--- src/logic/pcrt_defs.svh ---
// Register offsets, field positions, reset values and timing for the trip block
`ifndef PCRT_DEFS_SVH
`define PCRT_DEFS_SVH

// ==========================================================
// Register byte offsets
`define PCRT_OFF_FILT 12'h000
`define PCRT_OFF_RAMP 12'h004
`define PCRT_OFF_STEP 12'h008
`define PCRT_OFF_END 12'h00c
`define PCRT_OFF_EADC 12'h010
`define PCRT_OFF_APCM 12'h014
`define PCRT_OFF_LIM0 12'h018
`define PCRT_OFF_TRIG 12'h028
`define PCRT_OFF_STAT 12'h02c
`define PCRT_WORD 12'h004

// ==========================================================
// Field positions
`define PCRT_B_FSEL 0
`define PCRT_B_RAMP_EN 0
`define PCRT_B_START_SEL 1
`define PCRT_B_END_EN 2
`define PCRT_B_D2S 0
`define PCRT_F_MODE 6:4
`define PCRT_F_FE 1:0
`define PCRT_B_PCM_EN 4
`define PCRT_B_LIM_EN 0
`define PCRT_F_FRAME 3:0
`define PCRT_F_PIN 7:4
`define PCRT_F_LEVEL 13:0
`define PCRT_F_ST 17:16
`define PCRT_B_TRIP 20

// ==========================================================
// Values
`define PCRT_MODE_PCM 3'h5
`define PCRT_FE_NONE 2'h3
`define PCRT_RST_BIT 1'b0
`define PCRT_RST_LEVEL 14'h0000
`define PCRT_RST_MODE 3'h0
`define PCRT_RST_FE 2'h0
`define PCRT_RST_NIB 4'h0
`define PCRT_LEVEL_MAX 14'h3fff

// ==========================================================
// Timing: clock period and ramp step time in ns
`define PCRT_CLK_NS 6'd20
`define PCRT_STEP_NS 6'd32

`endif

--- src/logic/pcrt_pkg.sv ---
// Types shared by the peak-current trip block
package pcrt_pkg;
    typedef logic [13:0] pcrt_level_t;
    typedef enum logic [1:0]
    {
        PCRT_IDLE = 2'b00,
        PCRT_RUN = 2'b01,
        PCRT_HOLD = 2'b10
    } pcrt_ramp_st_t;
endpackage

--- src/logic/pcrt_step_tick.sv ---
// Ramp step pacing: one tick per 32 ns on average from a 20 ns clock
`timescale 1ns/100ps
`include "pcrt_defs.svh"
module pcrt_step_tick
    import pcrt_pkg::*;
(
    input wire logic i_clk,
    input wire logic i_rst_n,
    input wire logic i_run,
    output logic o_tick
);
    logic [5:0] acc_reg;
    logic [5:0] acc_next;

    // ==========================================================
    // Phase accumulator
    // Step time is not a whole number of clocks, so ticks fall
    // 1 or 2 cycles apart and average exactly one step time
    assign acc_next = acc_reg + `PCRT_CLK_NS;

    always_ff @(posedge i_clk or negedge i_rst_n)
    begin
        if (!i_rst_n)
        begin
            acc_reg <= 6'h00;
            o_tick <= 1'b0;
        end
        else if (!i_run)
        begin
            acc_reg <= 6'h00;
            o_tick <= 1'b0;
        end
        else if (acc_next >= `PCRT_STEP_NS)
        begin
            acc_reg <= acc_next - `PCRT_STEP_NS;
            o_tick <= 1'b1;
        end
        else
        begin
            acc_reg <= acc_next;
            o_tick <= 1'b0;
        end
    end
endmodule

--- src/logic/pcrt_top.sv ---
// Peak-current ramp and trip routing with its APB register file
//
// Added by the designer: the address map and the APB slave port.
`timescale 1ns/100ps
`include "pcrt_defs.svh"
module pcrt_top
    import pcrt_pkg::*;
(
    input wire logic I_CLOCK,
    input wire logic I_RST_N,
    input wire logic I_PSEL,
    input wire logic I_PENABLE,
    input wire logic I_PWRITE,
    input wire logic [11:0] I_PADDR,
    input wire logic [31:0] I_PWDATA,
    output logic [31:0] O_PRDATA,
    output logic O_PREADY,
    output logic O_PSLVERR,
    input wire logic [13:0] I_FILTER0,
    input wire logic [13:0] I_FILTER1,
    input wire logic [13:0] I_FE0_CURRENT,
    input wire logic [13:0] I_FE1_CURRENT,
    input wire logic [13:0] I_FE2_CURRENT,
    input wire logic [3:0] I_FRAME_START,
    input wire logic [3:0] I_PWM_PIN,
    output logic O_TRIP,
    output logic [3:0] O_CYCLE_LIMIT_INPUT,
    output logic [13:0] O_RAMP_LEVEL
);
    // ==========================================================
    // Declarations
    logic filter_sel_reg;
    logic ramp_en_reg;
    logic start_sel_reg;
    logic end_en_reg;
    pcrt_level_t slope_increment_reg;
    pcrt_level_t slope_final_value_reg;
    logic diff_to_single_comparator_on_reg;
    logic [2:0] front_end_op_select_reg;
    logic [1:0] peak_source_front_end_choice_reg;
    logic pcm_en_reg;
    logic [3:0] lim_en_reg;
    logic [3:0] frame_trig_en_reg;
    logic [3:0] pin_trig_en_reg;
    logic [3:0] pin_s1_reg;
    logic [3:0] pin_s2_reg;
    logic [3:0] pin_d_reg;
    pcrt_ramp_st_t st_reg;
    pcrt_ramp_st_t st_next;
    pcrt_level_t ramp_reg;
    pcrt_level_t ramp_next;
    pcrt_level_t start_val;
    pcrt_level_t target;
    pcrt_level_t cur_sel;
    logic [14:0] sum_up;
    logic [14:0] diff_dn;
    logic trig;
    logic tick;
    logic trip_active;
    logic trip_next;
    logic bus_req;
    logic bus_wr;
    logic [31:0] rd_data;

    // ==========================================================
    // Decode helpers
    function automatic logic reg_hit(input logic [11:0] a, input logic [11:0] off);
        reg_hit = (a == off);
    endfunction

    function automatic logic in_map(input logic [11:0] a);
        in_map = (a[1:0] == 2'b00) && (a <= `PCRT_OFF_STAT);
    endfunction

    // ==========================================================
    // APB slave: one wait state, answer registered
    assign bus_req = I_PSEL && I_PENABLE && !O_PREADY;
    assign bus_wr = I_PSEL && I_PENABLE && O_PREADY && I_PWRITE && in_map(I_PADDR);

    always_ff @(posedge I_CLOCK or negedge I_RST_N)
    begin
        if (!I_RST_N)
        begin
            O_PREADY <= 1'b0;
            O_PRDATA <= 32'h00000000;
            O_PSLVERR <= 1'b0;
        end
        else
        begin
            O_PREADY <= bus_req;
            O_PRDATA <= (bus_req && !I_PWRITE) ? rd_data : 32'h00000000;
            O_PSLVERR <= bus_req && !in_map(I_PADDR);
        end
    end

    // Control registers, written at the completing edge only
    always_ff @(posedge I_CLOCK or negedge I_RST_N)
    begin
        if (!I_RST_N)
        begin
            filter_sel_reg <= `PCRT_RST_BIT;
            ramp_en_reg <= `PCRT_RST_BIT;
            start_sel_reg <= `PCRT_RST_BIT;
            end_en_reg <= `PCRT_RST_BIT;
            slope_increment_reg <= `PCRT_RST_LEVEL;
            slope_final_value_reg <= `PCRT_RST_LEVEL;
            diff_to_single_comparator_on_reg <= `PCRT_RST_BIT;
            front_end_op_select_reg <= `PCRT_RST_MODE;
            peak_source_front_end_choice_reg <= `PCRT_RST_FE;
            pcm_en_reg <= `PCRT_RST_BIT;
            frame_trig_en_reg <= `PCRT_RST_NIB;
            pin_trig_en_reg <= `PCRT_RST_NIB;
        end
        else if (bus_wr)
        begin
            if (reg_hit(I_PADDR, `PCRT_OFF_FILT))
                filter_sel_reg <= I_PWDATA[`PCRT_B_FSEL];
            if (reg_hit(I_PADDR, `PCRT_OFF_RAMP))
            begin
                ramp_en_reg <= I_PWDATA[`PCRT_B_RAMP_EN];
                start_sel_reg <= I_PWDATA[`PCRT_B_START_SEL];
                end_en_reg <= I_PWDATA[`PCRT_B_END_EN];
            end
            if (reg_hit(I_PADDR, `PCRT_OFF_STEP))
                slope_increment_reg <= I_PWDATA[`PCRT_F_LEVEL];
            if (reg_hit(I_PADDR, `PCRT_OFF_END))
                slope_final_value_reg <= I_PWDATA[`PCRT_F_LEVEL];
            if (reg_hit(I_PADDR, `PCRT_OFF_EADC))
            begin
                diff_to_single_comparator_on_reg <= I_PWDATA[`PCRT_B_D2S];
                front_end_op_select_reg <= I_PWDATA[`PCRT_F_MODE];
            end
            if (reg_hit(I_PADDR, `PCRT_OFF_APCM))
            begin
                peak_source_front_end_choice_reg <= I_PWDATA[`PCRT_F_FE];
                pcm_en_reg <= I_PWDATA[`PCRT_B_PCM_EN];
            end
            // frame sync and pin trigger enables
            if (reg_hit(I_PADDR, `PCRT_OFF_TRIG))
            begin
                frame_trig_en_reg <= I_PWDATA[`PCRT_F_FRAME];
                pin_trig_en_reg <= I_PWDATA[`PCRT_F_PIN];
            end
        end
    end

    // ==========================================================
    // Per-modulator limit routing words
    genvar gi;
    generate
        for (gi = 0; gi < 4; gi = gi + 1)
        begin : g_lim
            always_ff @(posedge I_CLOCK or negedge I_RST_N)
            begin
                if (!I_RST_N)
                    lim_en_reg[gi] <= `PCRT_RST_BIT;
                else if (bus_wr && reg_hit(I_PADDR, `PCRT_OFF_LIM0 + 12'(gi) * `PCRT_WORD))
                    lim_en_reg[gi] <= I_PWDATA[`PCRT_B_LIM_EN];
            end
        end
    endgenerate

    // Read mux; reserved bits read zero
    always_comb
    begin
        rd_data = 32'h00000000;
        if (reg_hit(I_PADDR, `PCRT_OFF_FILT))
            rd_data[`PCRT_B_FSEL] = filter_sel_reg;
        if (reg_hit(I_PADDR, `PCRT_OFF_RAMP))
            rd_data[2:0] = {end_en_reg, start_sel_reg, ramp_en_reg};
        if (reg_hit(I_PADDR, `PCRT_OFF_STEP))
            rd_data[`PCRT_F_LEVEL] = slope_increment_reg;
        if (reg_hit(I_PADDR, `PCRT_OFF_END))
            rd_data[`PCRT_F_LEVEL] = slope_final_value_reg;
        if (reg_hit(I_PADDR, `PCRT_OFF_EADC))
        begin
            rd_data[`PCRT_B_D2S] = diff_to_single_comparator_on_reg;
            rd_data[`PCRT_F_MODE] = front_end_op_select_reg;
        end
        if (reg_hit(I_PADDR, `PCRT_OFF_APCM))
        begin
            rd_data[`PCRT_F_FE] = peak_source_front_end_choice_reg;
            rd_data[`PCRT_B_PCM_EN] = pcm_en_reg;
        end
        for (int i = 0; i < 4; i++)
            if (reg_hit(I_PADDR, `PCRT_OFF_LIM0 + 12'(i) * `PCRT_WORD))
                rd_data[`PCRT_B_LIM_EN] = lim_en_reg[i];
        if (reg_hit(I_PADDR, `PCRT_OFF_TRIG))
            rd_data[7:0] = {pin_trig_en_reg, frame_trig_en_reg};
        if (reg_hit(I_PADDR, `PCRT_OFF_STAT))
        begin
            rd_data[`PCRT_F_LEVEL] = ramp_reg;
            rd_data[`PCRT_F_ST] = st_reg;
            rd_data[`PCRT_B_TRIP] = O_TRIP;
        end
    end

    // ==========================================================
    // Ramp trigger
    // Pins are asynchronous: two flops, then an edge detector on
    // the second flop only
    always_ff @(posedge I_CLOCK or negedge I_RST_N)
    begin
        if (!I_RST_N)
        begin
            pin_s1_reg <= `PCRT_RST_NIB;
            pin_s2_reg <= `PCRT_RST_NIB;
            pin_d_reg <= `PCRT_RST_NIB;
        end
        else
        begin
            pin_s1_reg <= I_PWM_PIN;
            pin_s2_reg <= pin_s1_reg;
            pin_d_reg <= pin_s2_reg;
        end
    end

    // frame-start trigger and pin rising edge trigger
    assign trig = |((I_FRAME_START & frame_trig_en_reg)
                  | (pin_s2_reg & ~pin_d_reg & pin_trig_en_reg));

    pcrt_step_tick u_step
    (
        .i_clk(I_CLOCK),
        .i_rst_n(I_RST_N),
        .i_run(st_reg == PCRT_RUN && !trig),
        .o_tick(tick)
    );

    // ==========================================================
    // Ramp level
    // filter pick or zero level as ramp start
    // zero start unless the filter source is chosen
    assign start_val = !start_sel_reg ? `PCRT_RST_LEVEL
                     : (filter_sel_reg ? I_FILTER1 : I_FILTER0);
    assign target = end_en_reg ? slope_final_value_reg : `PCRT_LEVEL_MAX;
    assign sum_up = {1'b0, ramp_reg} + {1'b0, slope_increment_reg};
    assign diff_dn = {1'b0, ramp_reg} - {1'b0, slope_increment_reg};

    // reload, step toward end, hold there
    always_comb
    begin
        st_next = st_reg;
        ramp_next = ramp_reg;
        case (st_reg)
            PCRT_IDLE:
            begin
                if (trig)
                begin
                    st_next = PCRT_RUN;
                    ramp_next = start_val;
                end
            end
            PCRT_RUN, PCRT_HOLD:
            begin
                // A held ramp moves on again if the end value changes
                st_next = PCRT_RUN;
                if (trig)
                begin
                    st_next = PCRT_RUN;
                    ramp_next = start_val;
                end
                else if (ramp_reg == target)
                    st_next = PCRT_HOLD;
                // one step per tick, step size
                else if (tick && ramp_reg < target)
                    ramp_next = (sum_up >= {1'b0, target}) ? target : sum_up[13:0];
                else if (tick)
                    ramp_next = (diff_dn[14] || diff_dn[13:0] <= target)
                              ? target : diff_dn[13:0];
            end
            default:
            begin
                st_next = PCRT_IDLE;
                ramp_next = `PCRT_RST_LEVEL;
            end
        endcase
        if (!ramp_en_reg)
        begin
            st_next = PCRT_IDLE;
            ramp_next = `PCRT_RST_LEVEL;
        end
    end

    always_ff @(posedge I_CLOCK or negedge I_RST_N)
    begin
        if (!I_RST_N)
        begin
            st_reg <= PCRT_IDLE;
            ramp_reg <= `PCRT_RST_LEVEL;
        end
        else
        begin
            st_reg <= st_next;
            ramp_reg <= ramp_next;
        end
    end

    // ==========================================================
    // Peak comparator and trip routing
    // single comparator, any front end feeds it
    always_comb
    begin
        case (peak_source_front_end_choice_reg)
            2'h0: cur_sel = I_FE0_CURRENT;
            2'h1: cur_sel = I_FE1_CURRENT;
            2'h2: cur_sel = I_FE2_CURRENT;
            default: cur_sel = `PCRT_LEVEL_MAX;
        endcase
    end

    // comparator path, mode 5, enable gate
    assign trip_active = pcm_en_reg && diff_to_single_comparator_on_reg
                      && front_end_op_select_reg == `PCRT_MODE_PCM
                      && peak_source_front_end_choice_reg != `PCRT_FE_NONE
                      && st_reg != PCRT_IDLE;
    assign trip_next = trip_active && (ramp_reg > cur_sel);

    // per-modulator limit, low when no trip
    always_ff @(posedge I_CLOCK or negedge I_RST_N)
    begin
        if (!I_RST_N)
        begin
            O_TRIP <= 1'b0;
            O_CYCLE_LIMIT_INPUT <= 4'h0;
            O_RAMP_LEVEL <= `PCRT_RST_LEVEL;
        end
        else
        begin
            O_TRIP <= trip_next;
            O_CYCLE_LIMIT_INPUT <= {4{trip_next}} & lim_en_reg;
            O_RAMP_LEVEL <= ramp_next;
        end
    end
endmodule

--- config.mk ---
export PLATFORM = sky130hd
export DESIGN_NAME = pcrt_top
export DESIGN_NICKNAME = d
export VERILOG_FILES = /design/src/logic/pcrt_pkg.sv /design/src/logic/pcrt_step_tick.sv /design/src/logic/pcrt_top.sv
export VERILOG_INCLUDE_DIRS = /design/src /design/src/logic
export SDC_FILE = /design/constraint.sdc
export NUM_CORES = 1
export LEC_CHECK = 0
export ABC_AREA = 1
export BUFFER_PORTS_ARGS = -buffer_cell sky130_fd_sc_hd__buf_2
export CORE_MARGIN = 2
export CORE_UTILIZATION = 56
export DETAILED_ROUTE_END_ITERATION = 16
export PLACE_DENSITY = 0.81
export SLEW_MARGIN = 0
export SYNTH_ARGS = -nofsm -noshare
export SYNTH_HDL_FRONTEND = slang
export SYNTH_SLANG_ARGS = --single-unit
--- constraint.sdc ---
create_clock -name I_CLOCK -period 3.5 [get_ports I_CLOCK]
set_input_delay 0.35 -clock I_CLOCK [delete_from_list [all_inputs] [get_ports I_CLOCK]]
set_output_delay 0.35 -clock I_CLOCK [all_outputs]
set_load 0.01 [all_outputs]
=== Word-level counts from Yosys, hierarchy flattened ===
Cells that the tools add are included.

* Register bits after elaboration: 114
* Logic and storage cells: 143
* Output and inout port bits: 53
* Bits of input ports: 127

* Reductions and logical operators: 39
* $lt $le $gt $ge: 6
* Bitwise logic cells: 6
* Muxes and demuxes: 39
* $add $sub $neg: 4
* Equality and inequality tests: 21

{| class="wikitable"
|+ Operators with widths
! kind !! number
|-
| two-way mux 14 bit || 14
|-
| == test 12 x 5 -> 1 bit (second input constant) || 4
|-
| == test 12 x 6 -> 1 bit (second input constant) || 4
|-
| case mux 14 bit (3 select lines) || 1
|-
| case mux 14 bit (2 select lines) || 1
|-
| == test 12 x 4 -> 1 bit (second input constant) || 2
|-
| two-way mux 21 bit || 1
|-
| logical AND 1 bit || 19
|-
| bitwise AND 4 bit || 4
|-
| adder 14 x 14 -> 15 bit || 1
|-
| greater-or-equal comparator 15 x 14 -> 1 bit || 1
|-
| subtractor 14 x 14 -> 15 bit || 1
|-
| == test 14 bit || 1
|-
| greater-than comparator 14 bit || 1
|-
| less-or-equal comparator 14 bit || 1
|-
| < comparator 14 bit || 1
|-
| AND reduction 2 bit || 7
|-
| == test 12 x 3 -> 1 bit (second input constant) || 1
|-
| less-or-equal comparator 12 x 6 -> 1 bit (second input constant) || 1
|-
| zero test 12 bit || 1
|-
| two-way mux 2 bit || 6
|-
| two-way mux 6 bit || 2
|-
| two-way mux 1 bit || 10
|-
| two-way mux 8 bit || 1
|-
| other kinds (21) || 29
|}

=== Depth between registers and ports, before layout ===
* Word-level depth: 14
* Depth in mapped cells: 30
* Gate-level depth less buffers: 28

=== Modules after synthesis ===
Synthesis repeated with hierarchy kept, for this count alone.

* Cells, all modules: 1351
* Area total of the unflattened synthesis: 9151.3 um^2

{| class="wikitable"
|+ Modules (own cells, without submodules)
! module !! times used !! cells each !! area each (um^2) !! sequential area each (um^2)
|-
| pcrt_top || 1 || 1330 || 8936.1 || 2577.5
|-
| pcrt_step_tick || 1 || 21 || 215.2 || 125.1
|}

=== Worst setup path after synthesis ===
No wires, ideal clock.

* Path type: register -> register
* Start: register O_RAMP_LEVEL[0] (netlist name)
* End: register O_RAMP_LEVEL[5]
* Slack: 0.328 ns
* Buffers on the path: 1
* Stages on the path, launching flop included: 28
* Arrival time: 3.056 ns
* Data required time: 3.383 ns
* Cell sequence: dfrtp_1 > ha_1 > inv_1 > fa_1 > inv_1 > nand2_1 > nand3_2 > nand3_1 > nand2_1 > xor2_1 > ha_1 > nand2_1 > nand2_1 > a21oi_1 > nand2_1 > nor2_1 > nand2_1 > nand2_2 > nand3_4 > buf_6 > nand2_1 > nand3_1 > nand2_1 > nand2_1 > nand2_1 > nand2_1 > nand2_1 > nand2_1

{| class="wikitable"
|+ RTL lines
! item !! line !! text
|-
| to (signal assigned) || pcrt_top.sv:326 || <nowiki>O_RAMP_LEVEL <= `PCRT_RST_LEVEL;</nowiki>
|-
| to (signal assigned) || pcrt_top.sv:332 || <nowiki>O_RAMP_LEVEL <= ramp_next;</nowiki>
|-
| to (decl) || pcrt_top.sv:28 || <nowiki>output logic [13:0] O_RAMP_LEVEL</nowiki>
|}

==> results.txt <==
clk slew on worst S/H paths -> 0.08 ns
placed insts -> 1758
cell count along the critical path -> 27
Max VDD drop -> 0.296 mV
Fin. Hold Viols -> 0
drt first pass iters -> 6
Post-Synth Simple-Gate Area -> 32.7%
die width -> 132 µm
post-synthesis sequential area ratio -> 29.5%
R2R Setup Slk -> 0.10 ns
max_cap viols -> 0
1st-iter DRT viols -> 825
# rows -> 46
Skew-Pair Late Insertion Delay -> 0.37 ns
Netlist cell types -> 48
Post-Syn Area -> 9150 µm²
WL per Instance -> 17.5 µm
Setup crit start kind -> flip-flop
post-synthesis compound-gate area fraction -> 13.5%
Crit path arrival time -> 3.70 ns
top_reg_cell synth -> dfrtp_1
status -> finished clean
critical path class -> reg -> reg
via count -> 9984
Min-Delay Path Depth -> 1
Max stage delay on crit path -> 0.40 ns
Vias per Instance -> 5.58
Leak -> 6.56 nW
Tcrit/Tclk final -> 97.0%
fin util -> 72.0%
Synth Area in XOR/XNOR -> 1.34%
Largest Register -> O_PRDATA
Hold Buf Count CTS -> 0
Worst path top cell family by delay -> simple AND/OR/NAND/NOR gates
Worst-Margin Slew -> 1.09 ns
Net count, final -> 1786
Fin Hold WS -> 0.0827 ns
top-area cell type share of the netlist area -> 29.5%
Root Driver -> clkbuf_16
largest family of logic cells by synthesized area -> simple AND/OR/NAND/NOR gates
# IOs -> 180
setup ws final -> 0.104 ns
Critical Path End Type -> flip-flop
Area Growth Syn to Fin -> 25.5%
Critical Path Source -> O_RAMP_LEVEL[0]$_DFFE_PN0P_
Cells after Synth -> 1346
Post-Place Worst Slack -> -0.0844 ns
drt total wl -> 31400 µm
fin cells -> 1790
CTS Buf Count -> 9
critical path fanouts, max -> 6
Post-synth ARST share -> 100%
min-delay src -> I_PWM_PIN[3]
Hold WC Path Type -> in -> reg
CP Data Required Time -> 3.81 ns
number of routed nets with antenna violations -> 0
RD Place Congestion -> 1.02
largest net degree at the start of global routing -> 82
top cells by area, synth -> dfrtp_1, nand2_1, ha_1
Slew Limit Headroom -> 26.8%
total power -> 2.51 mW
Vert. Die Dim -> 132 µm
initial antenna violation count -> 0
HPWL Detailed -> 23700 µm
n_diodes -> 0
Tot GR Track Use -> 35.3%
Core Region -> 15900 µm²
die area -> 17400 µm²
final setup violation count -> 0
Post-Syn Area per Cell -> 6.80 µm²
I/O Buffers -> 146
htree depth -> 3
Yosys Warn Count -> 0
slowest stage cell on the critical path -> dfrtp_1
RR Startpoint -> O_RAMP_LEVEL[0]$_DFFE_PN0P_
most used cell, CP -> nand2_1
Pwr Density -> 219 nW/µm²
max-slew violations -> 0
Post-Synth Adder-Cell Area -> 12.5%
DRC -> 0
RSZ-0062 raised after global routing -> true
fin crit period -> 3.40 ns
first-pass GRT wire length -> 48100 µm
CTS sink cnt -> 108
vias in the first global route -> 9197
layout cells sized above 1 -> 25.3%
f_max -> 295 MHz
mux share of post-synthesis cell area -> 0%
number of flip-flops in the largest register -> 17
Seq cells post-synth -> 108
Crit path buffers/inverters -> 4
FF-to-FF path depth -> 27
Clock Tree Buf Depth -> 2
initial core utilization -> 57.4%
gr ovfl total -> 0
Worst Clk Skew -> 0.0122 ns
TritonCTS clock tree -> yes
Post-synth EDFFs -> 0
area leader, netlist -> dfrtp_1
## kinds of logic after synthesis
| kind of cell | Yosys count |
|---|---|
| other | 1 |
| flip-flops | 108 |
| AND/OR/NAND/NOR | 704 |
| AO/OA/AOI/OAI | 210 |
| buffers and inverters | 219 |
| adder cells (fa/ha/maj) | 90 |
| XOR/XNOR | 14 |
## through the flow
stage,instance area (µm²),setup TNS (ns)
floorplan,9210,0
global placement,10600,-0.00720
detailed placement,10600,-0.620
CTS,11000,0
global route,11500,-1.37
finish,11500,0
## path summary, 6_finish.rpt
kind	to
min in group asynchronous	pin_s2_reg[2]$_DFF_PN0_
worst min-delay path	pin_s1_reg[3]$_DFF_PN0_
worst min register to register	pin_s2_reg[1]$_DFF_PN0_
worst max register to register	O_RAMP_LEVEL[8]$_DFFE_PN0P_
max in group asynchronous	O_CYCLE_LIMIT_INPUT[0]$_DFF_PN0_
worst max-delay path	O_RAMP_LEVEL[8]$_DFFE_PN0P_
## cell usage after synthesis (5+ instances only)
cell type	instances
o21ai_0	91
buf_6	5
dfrtp_1	108
clkbuf_1	19
inv_2	8
o211ai_1	16
a21oi_2	5
nand3_1	73
nor3_1	8
xor2_1	13
nor2_1	136
nand2_2	10
o21ai_1	9
inv_1	152
nand2_1	420
buf_4	21
a221oi_1	18
nand4_1	25
a21oi_1	52
ha_1	88
nor2_2	9
buf_2	13
## where the power goes
part	switching, mW	internal [mW]	total (mW)
Sequential	0.00379	1.26	1.26
Combinational	0.0816	0.0602	0.142
Clock	0.529	0.583	1.11
## routing by layer
metal | up-vias | global-route usage, % | share of wire, %
met1 | 4610 | 45.1 | 40
met4 | 0 | 16.9 | 6.0
met2 | 462 | 58.9 | 47
met3 | 106 | 5.50 | 6.7
li1 | 4806 | - | -
met5 | - | 0 | 0
## final cells by class
cell class | instances | area, µm²
multi-input combinational | 1037 | 6000
fill | 1332 | 4460
sequential | 108 | 2710
timing repair buffer | 253 | 1570
inverter | 160 | 601
tap | 216 | 270
clock buffer | 9 | 225
clock inverter | 7 | 103
## cells in the final DEF, fill, tap and decap left out, types with 6 or more instances in the layout
cell	Yosys	final
o21ai_0	91	86
dfrtp_1	108	102
inv_2	8	16
nand2_2	10	28
nand3_1	73	67
ha_4	0	15
dfrtp_2	0	6
o21ai_1	9	14
a221oi_1	18	18
nor2_2	9	15
nor2_1	136	127
inv_1	152	144
nand4_1	25	25
nand2_1	420	399
nand3_2	2	8
a21oi_1	52	46
clkbuf_16	0	9
o211ai_1	16	16
xor2_1	13	10
nor3_1	8	7
nor2_4	3	7
conb_1	1	16
ha_1	88	71
a21oi_2	5	8
buf_4	21	102
buf_2	13	145
## repair_timing
item / CTS / global route
pin swaps: 2 / 40
cloned: 3 / 0
gates resized for setup: 14 / 99
endpoints found under the setup margin: 14 / 14
buffers inserted: 2 / 11
(Power assumes the default switching activity.)
